File: src/logic/phy_regs_pkg.sv
// constants for the 10 Mbit/s control and quick status registers
// assumes management frames arrive on the mdc/mdio pins
package phy_regs_pkg;

  // ----------------------------------------
  // frame format
  // ----------------------------------------
  localparam logic [4:0] PHY_ADDR = 5'h10;
  localparam logic [4:0] REG_TEN_CTRL = 5'h1E;
  localparam logic [4:0] REG_QSTAT = 5'h1F;
  localparam logic [1:0] OP_READ = 2'h2;
  localparam logic [1:0] OP_WRITE = 2'h1;
  localparam logic [4:0] HDR_BITS = 5'h0D;
  localparam logic [4:0] TA_BITS = 5'h02;
  localparam logic [4:0] DATA_BITS = 5'h10;

  // ----------------------------------------
  // ten_meg_control fields
  // ----------------------------------------
  localparam int TC_TONE = 15;
  localparam int TC_PWR = 14;
  localparam int TC_JAB = 13;
  localparam int TC_ELT = 6;
  localparam int TC_HBT = 5;
  localparam int TC_LLE = 4;
  localparam int TC_POL = 3;
  localparam int TC_SER = 1;
  localparam int TC_NLP = 0;
  localparam logic [15:0] TC_WMASK = 16'hE07F;
  localparam logic [15:0] TC_RESET = 16'h0000;

  // ----------------------------------------
  // quick_status fields
  // ----------------------------------------
  localparam int QS_CFG = 7;
  localparam int QS_MASK = 6;
  localparam logic QS_CFG_RESET = 1'b0;
  localparam logic QS_MASK_RESET = 1'b0;
  localparam logic [2:0] AN_LO_RESET = 3'h7;
  localparam logic [2:0] AN_HI_RESET = 3'h0;

  typedef enum logic [1:0] {st_idle, st_hdr, st_ta, st_data} mdio_state_t;

endpackage : phy_regs_pkg

File: src/logic/mgmt_if.sv
// register access strobes between frame engine and register bank
// assumes one clock shared by both ends
`timescale 1ns/10ps
`default_nettype none
interface mgmt_if;
  logic rd_stb;
  logic wr_stb;
  logic [4:0] addr;
  logic [15:0] wdata;
  logic [15:0] rdata;
  modport engine (output rd_stb, output wr_stb, output addr, output wdata, input rdata);
  modport regs (input rd_stb, input wr_stb, input addr, input wdata, output rdata);
endinterface : mgmt_if
`default_nettype wire

File: src/logic/mdio_frame.sv
// management frame engine: samples mdc/mdio, issues register strobes
// assumes mdc well below half of clk
`timescale 1ns/10ps
`default_nettype none
module mdio_frame
  import phy_regs_pkg::*;
(
  input wire logic clk,
  input wire logic rst_n,
  input wire logic mdc,
  input wire logic mdio_in,
  output logic mdio_out,
  output logic mdio_oe_n,
  mgmt_if.engine bus
);

  // ----------------------------------------
  // pin synchronisers
  // ----------------------------------------
  logic mdc_s1_r, mdc_s2_r, mdc_s3_r, din_s1_r, din_s2_r;
  logic rise;

  always_ff @(posedge clk or negedge rst_n) begin
    if (!rst_n) begin
      mdc_s1_r <= 1'b0;
      mdc_s2_r <= 1'b0;
      mdc_s3_r <= 1'b0;
      din_s1_r <= 1'b1;
      din_s2_r <= 1'b1;
    end else begin
      mdc_s1_r <= mdc;
      mdc_s2_r <= mdc_s1_r;
      mdc_s3_r <= mdc_s2_r;
      din_s1_r <= mdio_in;
      din_s2_r <= din_s1_r;
    end
  end

  assign rise = mdc_s2_r & ~mdc_s3_r;

  // ----------------------------------------
  // frame sequencer
  // ----------------------------------------
  mdio_state_t state_r;
  logic [4:0] cnt_r;
  logic [15:0] in_sh_r, out_sh_r;
  logic hit_r, rd_r;
  logic [12:0] hdr;

  assign hdr = {in_sh_r[11:0], din_s2_r};

  always_ff @(posedge clk or negedge rst_n) begin
    if (!rst_n) begin
      state_r <= st_idle;
      cnt_r <= 5'h00;
      in_sh_r <= 16'h0000;
      hit_r <= 1'b0;
      rd_r <= 1'b0;
      bus.addr <= 5'h00;
    end else if (rise) begin
      in_sh_r <= {in_sh_r[14:0], din_s2_r};
      cnt_r <= cnt_r + 5'h01;
      unique case (state_r)
        st_idle: begin
          cnt_r <= 5'h00;
          if (!din_s2_r) state_r <= st_hdr;
        end
        st_hdr: begin
          if (cnt_r == HDR_BITS - 5'h01) begin
            // start 01, opcode, phy address MSB first
            hit_r <= hdr[12] && (hdr[9:5] == PHY_ADDR) &&
                     (hdr[11:10] == OP_READ || hdr[11:10] == OP_WRITE);
            rd_r <= (hdr[11:10] == OP_READ);
            bus.addr <= hdr[4:0];
            cnt_r <= 5'h00;
            state_r <= st_ta;
          end
        end
        st_ta: begin
          if (cnt_r == TA_BITS - 5'h01) begin
            cnt_r <= 5'h00;
            state_r <= st_data;
          end
        end
        st_data: begin
          if (cnt_r == DATA_BITS - 5'h01) state_r <= st_idle;
        end
      endcase
    end
  end

  // ----------------------------------------
  // strobes and data
  // ----------------------------------------
  always_ff @(posedge clk or negedge rst_n) begin
    if (!rst_n) begin
      bus.rd_stb <= 1'b0;
      bus.wr_stb <= 1'b0;
      bus.wdata <= 16'h0000;
    end else begin
      bus.rd_stb <= rise && state_r == st_hdr && cnt_r == HDR_BITS - 5'h01 &&
                    hdr[12] && hdr[9:5] == PHY_ADDR && hdr[11:10] == OP_READ;
      bus.wr_stb <= rise && state_r == st_data && cnt_r == DATA_BITS - 5'h01 &&
                    hit_r && !rd_r;
      if (rise && state_r == st_data && cnt_r == DATA_BITS - 5'h01)
        bus.wdata <= {in_sh_r[14:0], din_s2_r};
    end
  end

  always_ff @(posedge clk or negedge rst_n) begin
    if (!rst_n) begin
      out_sh_r <= 16'h0000;
    end else if (rise && state_r == st_ta && cnt_r == 5'h00) begin
      out_sh_r <= bus.rdata;
    end else if (rise && state_r == st_data) begin
      out_sh_r <= {out_sh_r[14:0], 1'b0};
    end
  end

  // released in first turnaround bit, low in second, then bit 15 first
  assign mdio_out = (state_r == st_data) ? out_sh_r[15] : 1'b0;
  assign mdio_oe_n = ~(hit_r && rd_r &&
                       ((state_r == st_ta && cnt_r == 5'h01) || state_r == st_data));

endmodule : mdio_frame
`default_nettype wire

File: src/logic/phy_ten_meg_ctrl_quick_status.sv
// 10 Mbit/s control and quick status registers of the embedded phy
// assumes event inputs come from phy logic on clk, one-cycle pulses
//
// How it works
// - test bit sends 10 MHz ones when powered
// - power-hold bit keeps 10M logic on link
// - jabber-disable bit turns off receive jabber
// - enhanced link test is bit OR pin
// - heartbeat bit acts only at 10M
// - long-line bit lowers squelch at 10M
// - polarity reversal flagged at 10M, corrected unless disabled
// - serial-select bit ignored at 100M
// - no-link-pulse bit ignored at 100M
// - receive error latched at 100M until read
// - bit 14: false carrier or link change
// - remote fault latched until read
// - lock loss or jabber latched until read
// - link valid latches low until read
// - partner pause shown live
// - speed flag: 1 is 100M
// - duplex flag: 1 is full
// - config 1: irq only on link change
// - mask high blocks every interrupt
// - lowest autoneg state since last read
// - highest autoneg state since last read
// - frames: 01 start, opcodes, MSB first
// - answer only phy address 10h
`timescale 1ns/10ps
`default_nettype none
module phy_ten_meg_ctrl_quick_status
  import phy_regs_pkg::*;
(
  input wire logic clk,
  input wire logic rst_n,
  input wire logic mdc,
  input wire logic mdio_in,
  output logic mdio_out,
  output logic mdio_oe_n,
  input wire logic enhanced_link_pin,
  input wire logic ten_powered,
  input wire logic link_up,
  input wire logic speed_100,
  input wire logic full_duplex,
  input wire logic partner_pause,
  input wire logic polarity_reversed,
  input wire logic rx_error_evt,
  input wire logic false_carrier_evt,
  input wire logic remote_fault_evt,
  input wire logic unlock_evt,
  input wire logic jabber_evt,
  input wire logic [2:0] an_state,
  output logic test_tone_on,
  output logic power_hold_on,
  output logic jabber_func_en,
  output logic enhanced_link_test,
  output logic heartbeat_on,
  output logic long_line_on,
  output logic polarity_status,
  output logic polarity_correct,
  output logic serial_mode,
  output logic no_link_pulse_on,
  output logic status_irq
);

  // ----------------------------------------
  // frame engine
  // ----------------------------------------
  mgmt_if bus ();

  mdio_frame u_frame (
    .clk(clk),
    .rst_n(rst_n),
    .mdc(mdc),
    .mdio_in(mdio_in),
    .mdio_out(mdio_out),
    .mdio_oe_n(mdio_oe_n),
    .bus(bus.engine)
  );

  logic tc_wr, qs_wr, tc_rd, qs_rd;

  assign tc_wr = bus.wr_stb && bus.addr == REG_TEN_CTRL;
  assign qs_wr = bus.wr_stb && bus.addr == REG_QSTAT;
  assign tc_rd = bus.rd_stb && bus.addr == REG_TEN_CTRL;
  assign qs_rd = bus.rd_stb && bus.addr == REG_QSTAT;

  // ----------------------------------------
  // pin synchroniser
  // ----------------------------------------
  logic elt_s1_r, elt_s2_r;

  always_ff @(posedge clk or negedge rst_n) begin
    if (!rst_n) begin
      elt_s1_r <= 1'b0;
      elt_s2_r <= 1'b0;
    end else begin
      elt_s1_r <= enhanced_link_pin;
      elt_s2_r <= elt_s1_r;
    end
  end

  // ----------------------------------------
  // ten_meg_control register
  // ----------------------------------------
  logic [15:0] ten_ctrl_r;

  always_ff @(posedge clk or negedge rst_n) begin
    if (!rst_n) begin
      ten_ctrl_r <= TC_RESET;
    end else if (tc_wr) begin
      ten_ctrl_r <= bus.wdata & TC_WMASK;
    end
  end

  // ----------------------------------------
  // quick_status control bits
  // ----------------------------------------
  logic irq_config_r, irq_mask_r;

  always_ff @(posedge clk or negedge rst_n) begin
    if (!rst_n) begin
      irq_config_r <= QS_CFG_RESET;
      irq_mask_r <= QS_MASK_RESET;
    end else if (qs_wr) begin
      irq_config_r <= bus.wdata[QS_CFG];
      irq_mask_r <= bus.wdata[QS_MASK];
    end
  end

  // ----------------------------------------
  // latched status flags, set wins over read
  // ----------------------------------------
  logic rx_err_flag_r;
  logic false_carrier_flag_r;
  logic link_change_flag_r;
  logic remote_fault_flag_r;
  logic lock_jabber_flag_r;
  logic link_valid_flag_r;
  logic link_prev_r;
  logic link_change;
  logic lock_jabber_evt;

  assign link_change = link_up ^ link_prev_r;
  assign lock_jabber_evt = speed_100 ? unlock_evt
                                     : (jabber_evt & ~ten_ctrl_r[TC_JAB]);

  always_ff @(posedge clk or negedge rst_n) begin
    if (!rst_n) begin
      link_prev_r <= 1'b0;
    end else begin
      link_prev_r <= link_up;
    end
  end

  always_ff @(posedge clk or negedge rst_n) begin
    if (!rst_n) begin
      rx_err_flag_r <= 1'b0;
    end else if (rx_error_evt && speed_100) begin
      rx_err_flag_r <= 1'b1;
    end else if (qs_rd) begin
      rx_err_flag_r <= 1'b0;
    end
  end

  always_ff @(posedge clk or negedge rst_n) begin
    if (!rst_n) begin
      false_carrier_flag_r <= 1'b0;
    end else if (false_carrier_evt && speed_100) begin
      false_carrier_flag_r <= 1'b1;
    end else if (qs_rd) begin
      false_carrier_flag_r <= 1'b0;
    end
  end

  always_ff @(posedge clk or negedge rst_n) begin
    if (!rst_n) begin
      link_change_flag_r <= 1'b0;
    end else if (link_change) begin
      link_change_flag_r <= 1'b1;
    end else if (qs_rd) begin
      link_change_flag_r <= 1'b0;
    end
  end

  always_ff @(posedge clk or negedge rst_n) begin
    if (!rst_n) begin
      remote_fault_flag_r <= 1'b0;
    end else if (remote_fault_evt) begin
      remote_fault_flag_r <= 1'b1;
    end else if (qs_rd) begin
      remote_fault_flag_r <= 1'b0;
    end
  end

  always_ff @(posedge clk or negedge rst_n) begin
    if (!rst_n) begin
      lock_jabber_flag_r <= 1'b0;
    end else if (lock_jabber_evt) begin
      lock_jabber_flag_r <= 1'b1;
    end else if (qs_rd) begin
      lock_jabber_flag_r <= 1'b0;
    end
  end

  // failure wins over the reload that a read makes
  always_ff @(posedge clk or negedge rst_n) begin
    if (!rst_n) begin
      link_valid_flag_r <= 1'b0;
    end else if (!link_up) begin
      link_valid_flag_r <= 1'b0;
    end else if (qs_rd) begin
      link_valid_flag_r <= 1'b1;
    end
  end

  // ----------------------------------------
  // autonegotiation lowest and highest state
  // ----------------------------------------
  logic [2:0] an_lowest_state_r, an_highest_state_r;

  always_ff @(posedge clk or negedge rst_n) begin
    if (!rst_n) begin
      an_lowest_state_r <= AN_LO_RESET;
    end else if (qs_rd) begin
      an_lowest_state_r <= an_state;
    end else if (an_state < an_lowest_state_r) begin
      an_lowest_state_r <= an_state;
    end
  end

  always_ff @(posedge clk or negedge rst_n) begin
    if (!rst_n) begin
      an_highest_state_r <= AN_HI_RESET;
    end else if (qs_rd) begin
      an_highest_state_r <= an_state;
    end else if (an_state > an_highest_state_r) begin
      an_highest_state_r <= an_state;
    end
  end

  // ----------------------------------------
  // read data
  // ----------------------------------------
  logic [15:0] qs_word, tc_word;
  logic flag14;

  assign flag14 = irq_config_r ? link_change_flag_r : false_carrier_flag_r;

  assign qs_word = {rx_err_flag_r,
                    flag14,
                    remote_fault_flag_r,
                    lock_jabber_flag_r,
                    link_valid_flag_r,
                    partner_pause,
                    speed_100,
                    full_duplex,
                    irq_config_r,
                    irq_mask_r,
                    an_lowest_state_r,
                    an_highest_state_r};

  assign tc_word = ten_ctrl_r;

  // snapshot taken at the same edge that clears the flags
  logic [15:0] rdata_r;

  always_ff @(posedge clk or negedge rst_n) begin
    if (!rst_n) begin
      rdata_r <= 16'h0000;
    end else if (qs_rd) begin
      rdata_r <= qs_word;
    end else if (tc_rd) begin
      rdata_r <= tc_word;
    end else if (bus.rd_stb) begin
      rdata_r <= 16'h0000;
    end
  end

  assign bus.rdata = rdata_r;

  // ----------------------------------------
  // interrupt
  // ----------------------------------------
  logic irq_nxt;

  always_comb begin
    if (irq_mask_r) begin
      irq_nxt = 1'b0;
    end else if (irq_config_r) begin
      irq_nxt = link_change_flag_r;
    end else begin
      irq_nxt = rx_err_flag_r | false_carrier_flag_r | remote_fault_flag_r |
                lock_jabber_flag_r | ~link_valid_flag_r;
    end
  end

  always_ff @(posedge clk or negedge rst_n) begin
    if (!rst_n) begin
      status_irq <= 1'b0;
    end else begin
      status_irq <= irq_nxt;
    end
  end

  // ----------------------------------------
  // control outputs to the 10M transceiver
  // ----------------------------------------
  always_ff @(posedge clk or negedge rst_n) begin
    if (!rst_n) begin
      test_tone_on <= 1'b0;
      power_hold_on <= 1'b0;
      jabber_func_en <= 1'b1;
      enhanced_link_test <= 1'b0;
    end else begin
      test_tone_on <= ten_ctrl_r[TC_TONE] & ten_powered;
      power_hold_on <= ten_ctrl_r[TC_PWR] & link_up;
      jabber_func_en <= ~ten_ctrl_r[TC_JAB];
      enhanced_link_test <= ten_ctrl_r[TC_ELT] | elt_s2_r;
    end
  end

  always_ff @(posedge clk or negedge rst_n) begin
    if (!rst_n) begin
      heartbeat_on <= 1'b0;
      long_line_on <= 1'b0;
      serial_mode <= 1'b0;
      no_link_pulse_on <= 1'b0;
    end else begin
      heartbeat_on <= ten_ctrl_r[TC_HBT] & ~speed_100;
      long_line_on <= ten_ctrl_r[TC_LLE] & ~speed_100;
      serial_mode <= ten_ctrl_r[TC_SER] & ~speed_100;
      no_link_pulse_on <= ten_ctrl_r[TC_NLP] & ~speed_100;
    end
  end

  always_ff @(posedge clk or negedge rst_n) begin
    if (!rst_n) begin
      polarity_status <= 1'b0;
      polarity_correct <= 1'b0;
    end else begin
      polarity_status <= polarity_reversed & ~speed_100;
      polarity_correct <= polarity_reversed & ~speed_100 &
                          ~ten_ctrl_r[TC_POL];
    end
  end

endmodule : phy_ten_meg_ctrl_quick_status
`default_nettype wire

File: config.mk
export PLATFORM = sky130hd
export DESIGN_NAME = phy_ten_meg_ctrl_quick_status
export DESIGN_NICKNAME = d
export VERILOG_FILES = /design/src/logic/phy_regs_pkg.sv /design/src/logic/mgmt_if.sv /design/src/logic/mdio_frame.sv /design/src/logic/phy_ten_meg_ctrl_quick_status.sv
export SDC_FILE = /design/constraint.sdc
export NUM_CORES = 1
export LEC_CHECK = 0
export BUFFER_PORTS_ARGS = -buffer_cell sky130_fd_sc_hd__buf_2
export CAP_MARGIN = 20
export CORE_ASPECT_RATIO = 2
export CORE_MARGIN = 8
export CORE_UTILIZATION = 60
export CTS_BUF_LIST = sky130_fd_sc_hd__clkbuf_16
export CTS_CLUSTER_DIAMETER = 120
export DETAILED_ROUTE_END_ITERATION = 6
export PLACE_DENSITY = 0.79
export SYNTH_ARGS = -nofsm -noshare
export SYNTH_HDL_FRONTEND = slang
export SYNTH_SLANG_ARGS = --single-unit
export TNS_END_PERCENT = 50
File: constraint.sdc
create_clock -name clk -period 2.7 [get_ports clk]
set_input_delay 0 -clock clk [delete_from_list [all_inputs] [get_ports clk]]
set_output_delay 0 -clock clk [all_outputs]
set_load 0.02 [all_outputs]
-- Word-level counts from Yosys, hierarchy flattened
Cells that the tools add are included.
- RAM bits: 0
- latch bits: 0
- memories: 0
- ROM bits: 0
- word-level logic and storage cells: 150
- output and inout port bits: 13
- register bits: 122
- input bits: 19
- reductions and logical operators: 38
- $mul: 0
- add/sub/neg operators: 1
- equality and inequality tests: 16
- div/mod/pow operators: 0
- order comparisons: 2
- shift operators: 0
- multiplexer cells: 30
- bitwise operators: 22
- operators with widths (operator ; count):
    16-bit two-way mux ; 5
    1-bit logical AND ; 22
    2-bit nonzero test ; 8
    5-bit equality test, second input constant ; 3
    5-bit case mux with 3 select lines ; 1
    1-bit two-way mux ; 13
    3-bit two-way mux ; 4
    1-bit AND ; 10
    5-bit by 4-bit equality test with 1-bit output, second input constant ; 2
    5-bit two-way mux ; 2
    2-bit two-way mux ; 4
    2-bit by 1-bit inequality test with 1-bit output, second input constant ; 4
    2-bit case mux with 4 select lines ; 1
    2-bit equality test, second input constant ; 3
    1-bit inverter ; 6
    5-bit by 1-bit adder with 5-bit output, second input constant ; 1
    5-bit by 1-bit equality test with 1-bit output, second input constant ; 1
    5-bit logical NOT ; 1
    1-bit OR ; 5
    5-bit AND reduction ; 1
    2-bit by 1-bit equality test with 1-bit output, second input constant ; 2
    3-bit > comparator ; 1
    3-bit less-than comparator ; 1
    3-bit AND reduction ; 1
    other kinds (6) ; 7

-- Depth between registers and ports, before layout
Gate-level depths: netlist (run 1).
- depth in word-level cells: 7
- mapped depth: 7
- mapped depth without buffers: 7

-- Modules after synthesis
From an unflattened synthesis (run 1), not the netlist that was laid out.
- cell total of the unflattened synthesis: 444
- area total of the unflattened synthesis: 5227.5 um2
- modules (own cells, without submodules) (module ; area an instance (um2) ; seq. area each (um2) ; instances ; cells each):
    mdio_frame ; 2927.8 ; 1704.1 ; 1 ; 254
    phy_ten_meg_ctrl_quick_status ; 2299.7 ; 1356.3 ; 1 ; 190

-- Worst setup path before layout (run 1)
Ideal clock, no wire load.
- kind: reg-to-reg
- start: register u_frame.state_r[0]
- end: register u_frame.out_sh_r[10]
- path slack: 817 ps
- required time: 2567 ps
- arrival: 1750 ps
- buffers on the path: 1
- stages on the path, launching flop included: 7
- library setup time: 133 ps
- clock period less this slack: 1883 ps
- cells stage by stage: dfrtp_1 -> inv_1 -> ha_1 -> or3b_2 -> nor3_2 -> clkbuf_1 -> o21ai_0
- word-level cells in the longest chain between the ends: 4
- elaborated cells on any way between the ends: 7
- classes of those cells: eq/ne: 2; mux: 1; reduce/logical: 4
- RTL lines (what ; line ; source):
    from (decl) ; mdio_frame.sv:44 ; mdio_state_t state_r;
    from (signal assigned) ; mdio_frame.sv:54 ; state_r <= st_idle;
    from (signal assigned) ; mdio_frame.sv:66 ; if (!din_s2_r) state_r <= st_hdr;
    from (signal assigned) ; mdio_frame.sv:76 ; state_r <= st_ta;
    2-bit equality test ; mdio_frame.sv:113 ; end else if (rise && state_r == st_ta && cnt_r == 5'h00) begin
    1-bit logical AND (2 in series) ; mdio_frame.sv:113 ;
    16-bit two-way mux / 2-bit nonzero test (equally long branches) ; n/a ;
    to (signal assigned) ; mdio_frame.sv:114 ; out_sh_r <= bus.rdata;
    to (signal assigned) ; mdio_frame.sv:116 ; out_sh_r <= {out_sh_r[14:0], 1'b0};
    to (decl) ; mdio_frame.sv:46 ; logic [15:0] in_sh_r, out_sh_r;
Parallel ways exist; a longest one is shown, timed or not.
A chain may end at the register's enable or synchronous reset.

-- Worst setup path after layout (run 1)
- start: register u_frame.state_r[0]
- end: output port mdio_oe_n
- word-level cells in the longest chain between the ends: 5
- elaborated cells on any way between the ends: 6
- classes of those cells: eq/ne: 2; bitwise: 1; reduce/logical: 3
- RTL lines (what ; line ; source):
    2-bit equality test ; mdio_frame.sv:123 ; ((state_r == st_ta && cnt_r == 5'h01) || state_r == st_data));
    1-bit logical AND ; mdio_frame.sv:123 ;
    1-bit logical OR * ; mdio_frame.sv:123 ;
    1-bit logical AND * ; mdio_frame.sv:122 ; assign mdio_oe_n = ~(hit_r && rd_r &&
    1-bit inverter * ; mdio_frame.sv:122 ;
    to (decl) ; phy_ten_meg_ctrl_quick_status.sv:38 ; output logic mdio_oe_n,
Mark *: on every way between the ends. The rest lies on a longest branch, timed or not.

==> results of run 1 <==
sequential cells by signal, indices dropped and copies added (netlist names), 2 cells and up:
register            cells
u_frame.in_sh_r        15
u_frame.bus.wdata      11
an_highest_state_r      3
an_lowest_state_r       3
bus.rdata              16
u_frame.cnt_r           5
u_frame.bus.addr        5
u_frame.out_sh_r       16
u_frame.state_r         2
tc_word                10
Yosys cell counts, types with 3 or more instances:
cell type,count
mux2_2,36
a22oi_1,9
o21ai_0,40
nand2_1,75
mux2i_1,16
dfstp_2,6
nor2b_1,9
a21oi_1,4
dfrtp_1,111
nor2_1,11
clkbuf_1,8
nand2b_1,3
inv_1,31
nand3_1,6
and2_1,3
ha_1,16
buf_2,5
stage by stage:
stage,hold WS [ps],instance area [um^2],util,instances,setup slack [ps]
after floorplan,-296,4890,-,423,817
after global placement,62.0,5190,0.653,544,716
after detailed placement,63.0,5190,0.653,544,627
after CTS,182,5940,0.748,595,344
after global routing,226,5940,0.748,595,242
final,161,5940,0.748,595,381
cell type report:
type	instances	area (um^2)	share of cell area
timing repair buffer	59	428	0.0721
clock buffer	17	425	0.0716
multi-input combinational	260	1780	0.300
inverter	31	116	0.0196
clock inverter	15	134	0.0225
sequential	117	2940	0.494
tap	96	120	0.0202
report_power, final:
| group | internal (uW) | leakage (uW) | switching (uW) |
|---|---|---|---|
| Clock | 1260 | 0.000259 | 808 |
| Sequential | 1970 | 0.00152 | 179 |
| Combinational | 378 | 0.00115 | 415 |
metal layers:
metal	part of all wire	track usage	vias to the layer above
met4	0.026	0.106	0
met5	0	0	-
li1	-	-	1557
met3	0.031	0.0469	18
met1	0.36	0.193	1678
met2	0.58	0.353	59
worst min-delay path by stage:
| stage | start | end | slack, ps |
|---|---|---|---|
| after floorplan | rst_n | an_highest_state_r[0] | -300 |
| after global placement | rst_n | bus.rdata[3] | 60 |
| after detailed placement | rst_n | bus.rdata[4] | 60 |
| after CTS | rst_n | bus.rdata[4] | 180 |
| after global routing | rst_n | bus.rdata[4] | 230 |
| final | rst_n | bus.rdata[4] | 160 |
cells by family after synthesis:
group	share of synthesized area
buf+inv	0.0366
simple gates	0.119
fa+ha+maj	0.0409
flops	0.600
compound gates	0.0862
mux	0.116
xor+xnor	0.00179
repair_timing:
| item | 4_1_cts | 5_1_grt |
|---|---|---|
| hold buffers | 19 | 0 |
| setup buffers | 0 | 0 |
| endpoints found under the hold margin | 75 | 0 |
==> summary.md, run 1 <==
| Metric | Value |
|---|---|
| Status | finished clean |
| Tcrit/Tclk final | 0.859 |
| Post-synthesis sequential area ratio | 0.600 |
| Total gr overflow | 0 |
| Vias in the first global route | approximately 3500 |
| Syn Area/Cell | ~12 um^2 |
| Post-synth EDFFs | 0 |
| Setup violators final | 0 |
| GRT Util Overall | 0.194 |
| Setup CP Type | reg2out |
| CP peak stage delay | about 500 ps |
| Die H | around 140 um |
| Data required, critical path | about 2700 ps |
| Critical Path Stages | 6 |
| Routed wire length per instance | 17.1 um |
| Drt drc | 0 |
| Number of CTS-inserted buffers | 17 |
| Synth area leaders | dfrtp_1 57%, mux2_2 8.3%, nand2_1 5.8% |
| Worst path bufs/invs | 2 |
| Syn. warnings | 0 |
| Die area | between 10000 and 15000 um^2 |
| FF-to-FF End | u_frame.out_sh_r[1] |
| GPL Wtd Cong | 0.784 |
| CORE AREA | between 7000 and 8000 um^2 |
| CP Max Fanout | 4 |
| Min cycle time layout | 2320 ps |
| Clock transition at path regs | 50 ps |
| RR Startpoint | u_frame.state_r[0] |
| CP top delay family | simple AND/OR/NAND/NOR gates |
| FF-to-FF setup slack | 620 ps |
| Mapped Nets | approximately 460 |
| Pwr Density | 845 nW/um^2 |
| Pwr Total | 5020 uW |
| Root buf cell | clkbuf_16 |
| Via count | 3312 |
| Initial antenna violation count | 0 |
| Max capacitance violation total | 0 |
| Ant diodes | 0 |
| Final hold vios | 0 |
| Critical path cell sequence | inv_1, ha_1, or3b_2, nor3b_1, o211ai_1, buf_2 |
| Port bufs | 31 |
| ANT nets after route | 0 |
| Cell Area, Synth | 4890 um^2 |
| Hpwl dp | 6.76 mm |
| Crit path arrival time | 2320 ps |
| Share of the synthesized area in the top cell type | 0.568 |
| Worst Tran Pin Value | approximately 630 ps |
| Setup crit end kind | primary output |
| Post-CTS sizing | 0 |
| Post-synthesis cell type count | 43 |
| Pleak | approximately 0.0029 uW |
| Iteration-0 DRC Markers | 190 |
| IO Count | 32 |
| Critical Path Sink | mdio_oe_n |
| Worst-case vdd ir drop | 0.735 mV |
| Worst Hold Class | in2async |
| Pin count of the biggest net entering global routing | 69 |
| CTS tree | built |
| Synth-to-layout area growth | 21.4% |
| Die X-Extent | about 80 um |
| H-tree levels | 4 |
| Worst Setup SP | u_frame.state_r[0] |
| Clock Sinks | 117 |
| Routed WL | 10.2 mm |
| Critical path startpoint category | flip-flop |
| Largest area contributor in the netlist | dfrtp_1 |
| RSZ-0062 raised after global routing | no |
| Longest Clk Path Bufs | 2 |
| Fmax | around 430 MHz |
| Row count | 46 |
| Share of cells above drive strength 1 | 0.246 |
| Global-route wire length before repair | roughly 17 mm |
| Max-slew violations | 0 |
| Most frequent cells in the layout | 111 x dfrtp_1, 75 x nand2_1, 40 x o21ai_0 |
| Post-synthesis async set-or-reset flop share | 1.00 |
| Clock Skews | roughly 6.4 ps |
| Commonest non-fill, non-tap cell in the layout | dfrtp_1 |
| Filler instances | 513 |
| Final nets | 521 |
| Synth Flop Type | dfrtp_1 |
| Synth Register Bits | approximately 120 |
| Detailed-router iteration count before antenna repair | 4 |
| Effective utilization at floorplan | 0.616 |
| Reg2reg path depth | 6 |
| Slew margin rel. | 0.579 |
| Clock Latency Late Sink | 410 ps |
| Routed vias/inst | 5.57 |
| Setup tns final | 0 ps |
| Crit-path slowest cell | or3b_2 |
| Post-Synthesis Cells | 423 |
Note: power is estimated with default switching activity, not from simulation.
==> inputs of run 2 (changes only) <==
Settings changed: RECOVER_POWER set to 50.
==> summary.md, run 2 (synthesized netlist as in run 1, its figures left out) <==
| Metric | Value |
|---|---|
| CORE AREA | 7940 um^2 (unchanged) |
| Final nets | 521 (unchanged) |
| FF-to-FF End | u_frame.out_sh_r[1] (unchanged) |
| Ant diodes | 0 (unchanged) |
| Clock Sinks | 117 (unchanged) |
| Hold Buf Count CTS | 19 (unchanged) |
| GRT Util Overall | 0.194 (unchanged) |
| Routed vias/inst | 5.54 (was 5.57) |
| Worst path bufs/invs | 2 (unchanged) |
| Vias in the first global route | 3536 (unchanged) |
| Pleak | 0.00288 uW (was 0.00293 uW) |
| Max-slew violations | 0 (unchanged) |
| Hpwl dp | 6.76 mm (unchanged) |
| Post-DP Area | 5190 um^2 (unchanged) |
| Fmax | 432 MHz (was 431 MHz) |
| Setup violators final | 0 (unchanged) |
| Iteration-0 DRC Markers | 171 (was 190) |
| Setup crit end kind | primary output (unchanged) |
| GPL Wtd Cong | 0.784 (unchanged) |
| Worst Tran Pin Value | 1190 ps (was 632 ps) |
| Drt drc | 0 (unchanged) |
| Row count | 46 (unchanged) |
| Max capacitance violation total | 0 (unchanged) |
| Final hold vios | 0 (unchanged) |
| Most frequent cells in the layout | 111 x dfrtp_1, 75 x nand2_1, 40 x o21ai_0 (unchanged) |
| Post-CTS sizing | 0 (unchanged) |
| Die H | 144 um (unchanged) |
| Detailed-router iteration count before antenna repair | 4 (unchanged) |
| Min cycle time layout | 2320 ps (about the same) |
| Filler instances | 520 (was 513) |
| Crit path arrival time | 2320 ps (about the same) |
| Dpl ws | 627 ps (unchanged) |
| Setup CP Type | reg2out (unchanged) |
| Routed WL | 10.2 mm (about the same) |
| Slew margin rel. | 0.204 (was 0.579) |
| H-tree levels | 4 (unchanged) |
| Initial antenna violation count | 0 (unchanged) |
| Worst Setup SP | u_frame.state_r[0] (unchanged) |
| ANT nets after route | 0 (unchanged) |
| Status | finished clean (unchanged) |
| Worst Hold Class | in2reg (was in2async) |
| Via count | 3298 (was 3312) |
| Clock Skews | 4.19 ps (was 6.41 ps) |
| Synth-to-layout area growth | 20.7% (was 21.4%) |
| Global-route wire length before repair | 17.0 mm (unchanged) |
| Critical Path Sink | mdio_oe_n (unchanged) |
| Root buf cell | clkbuf_16 (unchanged) |
| FF-to-FF setup slack | 620 ps (about the same) |
| Critical path startpoint category | flip-flop (unchanged) |
| Tcrit/Tclk final | 0.858 (was 0.859) |
| Routed wire length per instance | 17.1 um (about the same) |
| Setup tns final | 0 ps (unchanged) |
| Share of cells above drive strength 1 | 0.220 (was 0.246) |
| Pin count of the biggest net entering global routing | 69 (unchanged) |
| Clock Latency Late Sink | 400 ps (was 410 ps) |
| Worst-case vdd ir drop | 0.734 mV (was 0.735 mV) |
| Port bufs | 31 (unchanged) |
| CP top delay family | simple AND/OR/NAND/NOR gates (unchanged) |
| CTS tree | built (unchanged) |
| RR Startpoint | u_frame.state_r[0] (unchanged) |
| Longest Clk Path Bufs | 2 (unchanged) |
| Clock transition at path regs | 50 ps (about the same) |
| Multi-input gate area | 1780 um^2 (unchanged) |
| Die area | 11500 um^2 (unchanged) |
| Setup slack after layout | 383 ps (was 381 ps) |
| Die X-Extent | 79.9 um (unchanged) |
| Design area | 5910 um^2 (was 5940 um^2) |
| Utilization after layout | 0.744 (was 0.748) |
| Data required, critical path | 2700 ps (about the same) |
| Setup bufs post-CTS | 0 (unchanged) |
| Commonest non-fill, non-tap cell in the layout | dfrtp_1 (unchanged) |
| CP Max Fanout | 4 (unchanged) |
| Crit-path slowest cell | or3b_2 (unchanged) |
| Effective utilization at floorplan | 0.616 (unchanged) |
| Total gr overflow | 0 (unchanged) |
| Storage element area | 2940 um^2 (unchanged) |
| Critical Path Stages | 6 (unchanged) |
| Pwr Density | 849 nW/um^2 (was 845 nW/um^2) |
| RSZ-0062 raised after global routing | no (unchanged) |
| Critical path cell sequence | inv_1, ha_1, or3b_2, nor3b_1, o211ai_1, buf_2 (unchanged) |
| Reg2reg path depth | 6 (unchanged) |
| IO Count | 32 (unchanged) |
| Number of CTS-inserted buffers | 17 (unchanged) |
| CP peak stage delay | 490 ps (about the same) |
==> run 2: cell count changes in the layout (fill, tap and decap cells not counted) <==
cell | before | now
clkbuf_2 | 0 | 1
clkbuf_1 | 0 | 13
buf_12 | 1 | 0
buf_2 | 30 | 17
and2_0 | 0 | 1
and2_1 | 3 | 2
clkbuf_4 | 0 | 1
buf_4 | 9 | 8
==> run 2: where the power goes <==
| part | internal, uW | switching, uW | total [uW] |
|---|---|---|---|
| clock network | 1260 | 808 | 2070 |
| registers | 1970 | 179 | 2150 |
| logic | 374 | 415 | 788 |
| total | 3610 | 1400 | 5010 |
==> run 2: worst min path at each step <==
stage,from,end,slack [ps],cells past startpoint
floorplan,rst_n,an_highest_state_r[0],-300,0
global placement,rst_n,bus.rdata[3],60,1
detailed placement,rst_n,bus.rdata[4],60,1
CTS,rst_n,bus.rdata[4],180,2
global route,mdio_in,u_frame.din_s1_r,240,2
finish,enhanced_link_pin,elt_s1_r,240,2
==> run 2: final cells by class <==
class                      count  share of cell area
sequential                   117               0.497
multi-input combinational    260               0.301
clock buffer                  17              0.0720
timing repair buffer          59              0.0671
clock inverter                15              0.0227
tap                           96              0.0203
inverter                      31              0.0197
==> run 2: stage by stage <==
stage / hold slack [ps] / total power, uW / instances
after floorplan: -296 / 2700 / 423
after global placement: 62.0 / 2880 / 544
after detailed placement: 63.0 / 2940 / 544
after CTS: 182 / 5060 / 595
after global routing: 238 / 5250 / 595
final: 239 / 5010 / 595
==> run 2: worst reg2reg max path: cells and delay by family (launching register included) <==
kind	cells	cell delay [ps]
simple gates	2	630
buf+inv	2	450
fa+ha+maj	1	280
flops	1	430
compound gates	1	150
==> run 2: per-layer routing <==
| metal | GRT usage | wire length (um) |
|---|---|---|
| met3 | 0.0469 | 307 |
| met2 | 0.353 | 5910 |
| met1 | 0.193 | 3690 |
| met5 | 0 | 0 |
| met4 | 0.106 | 282 |
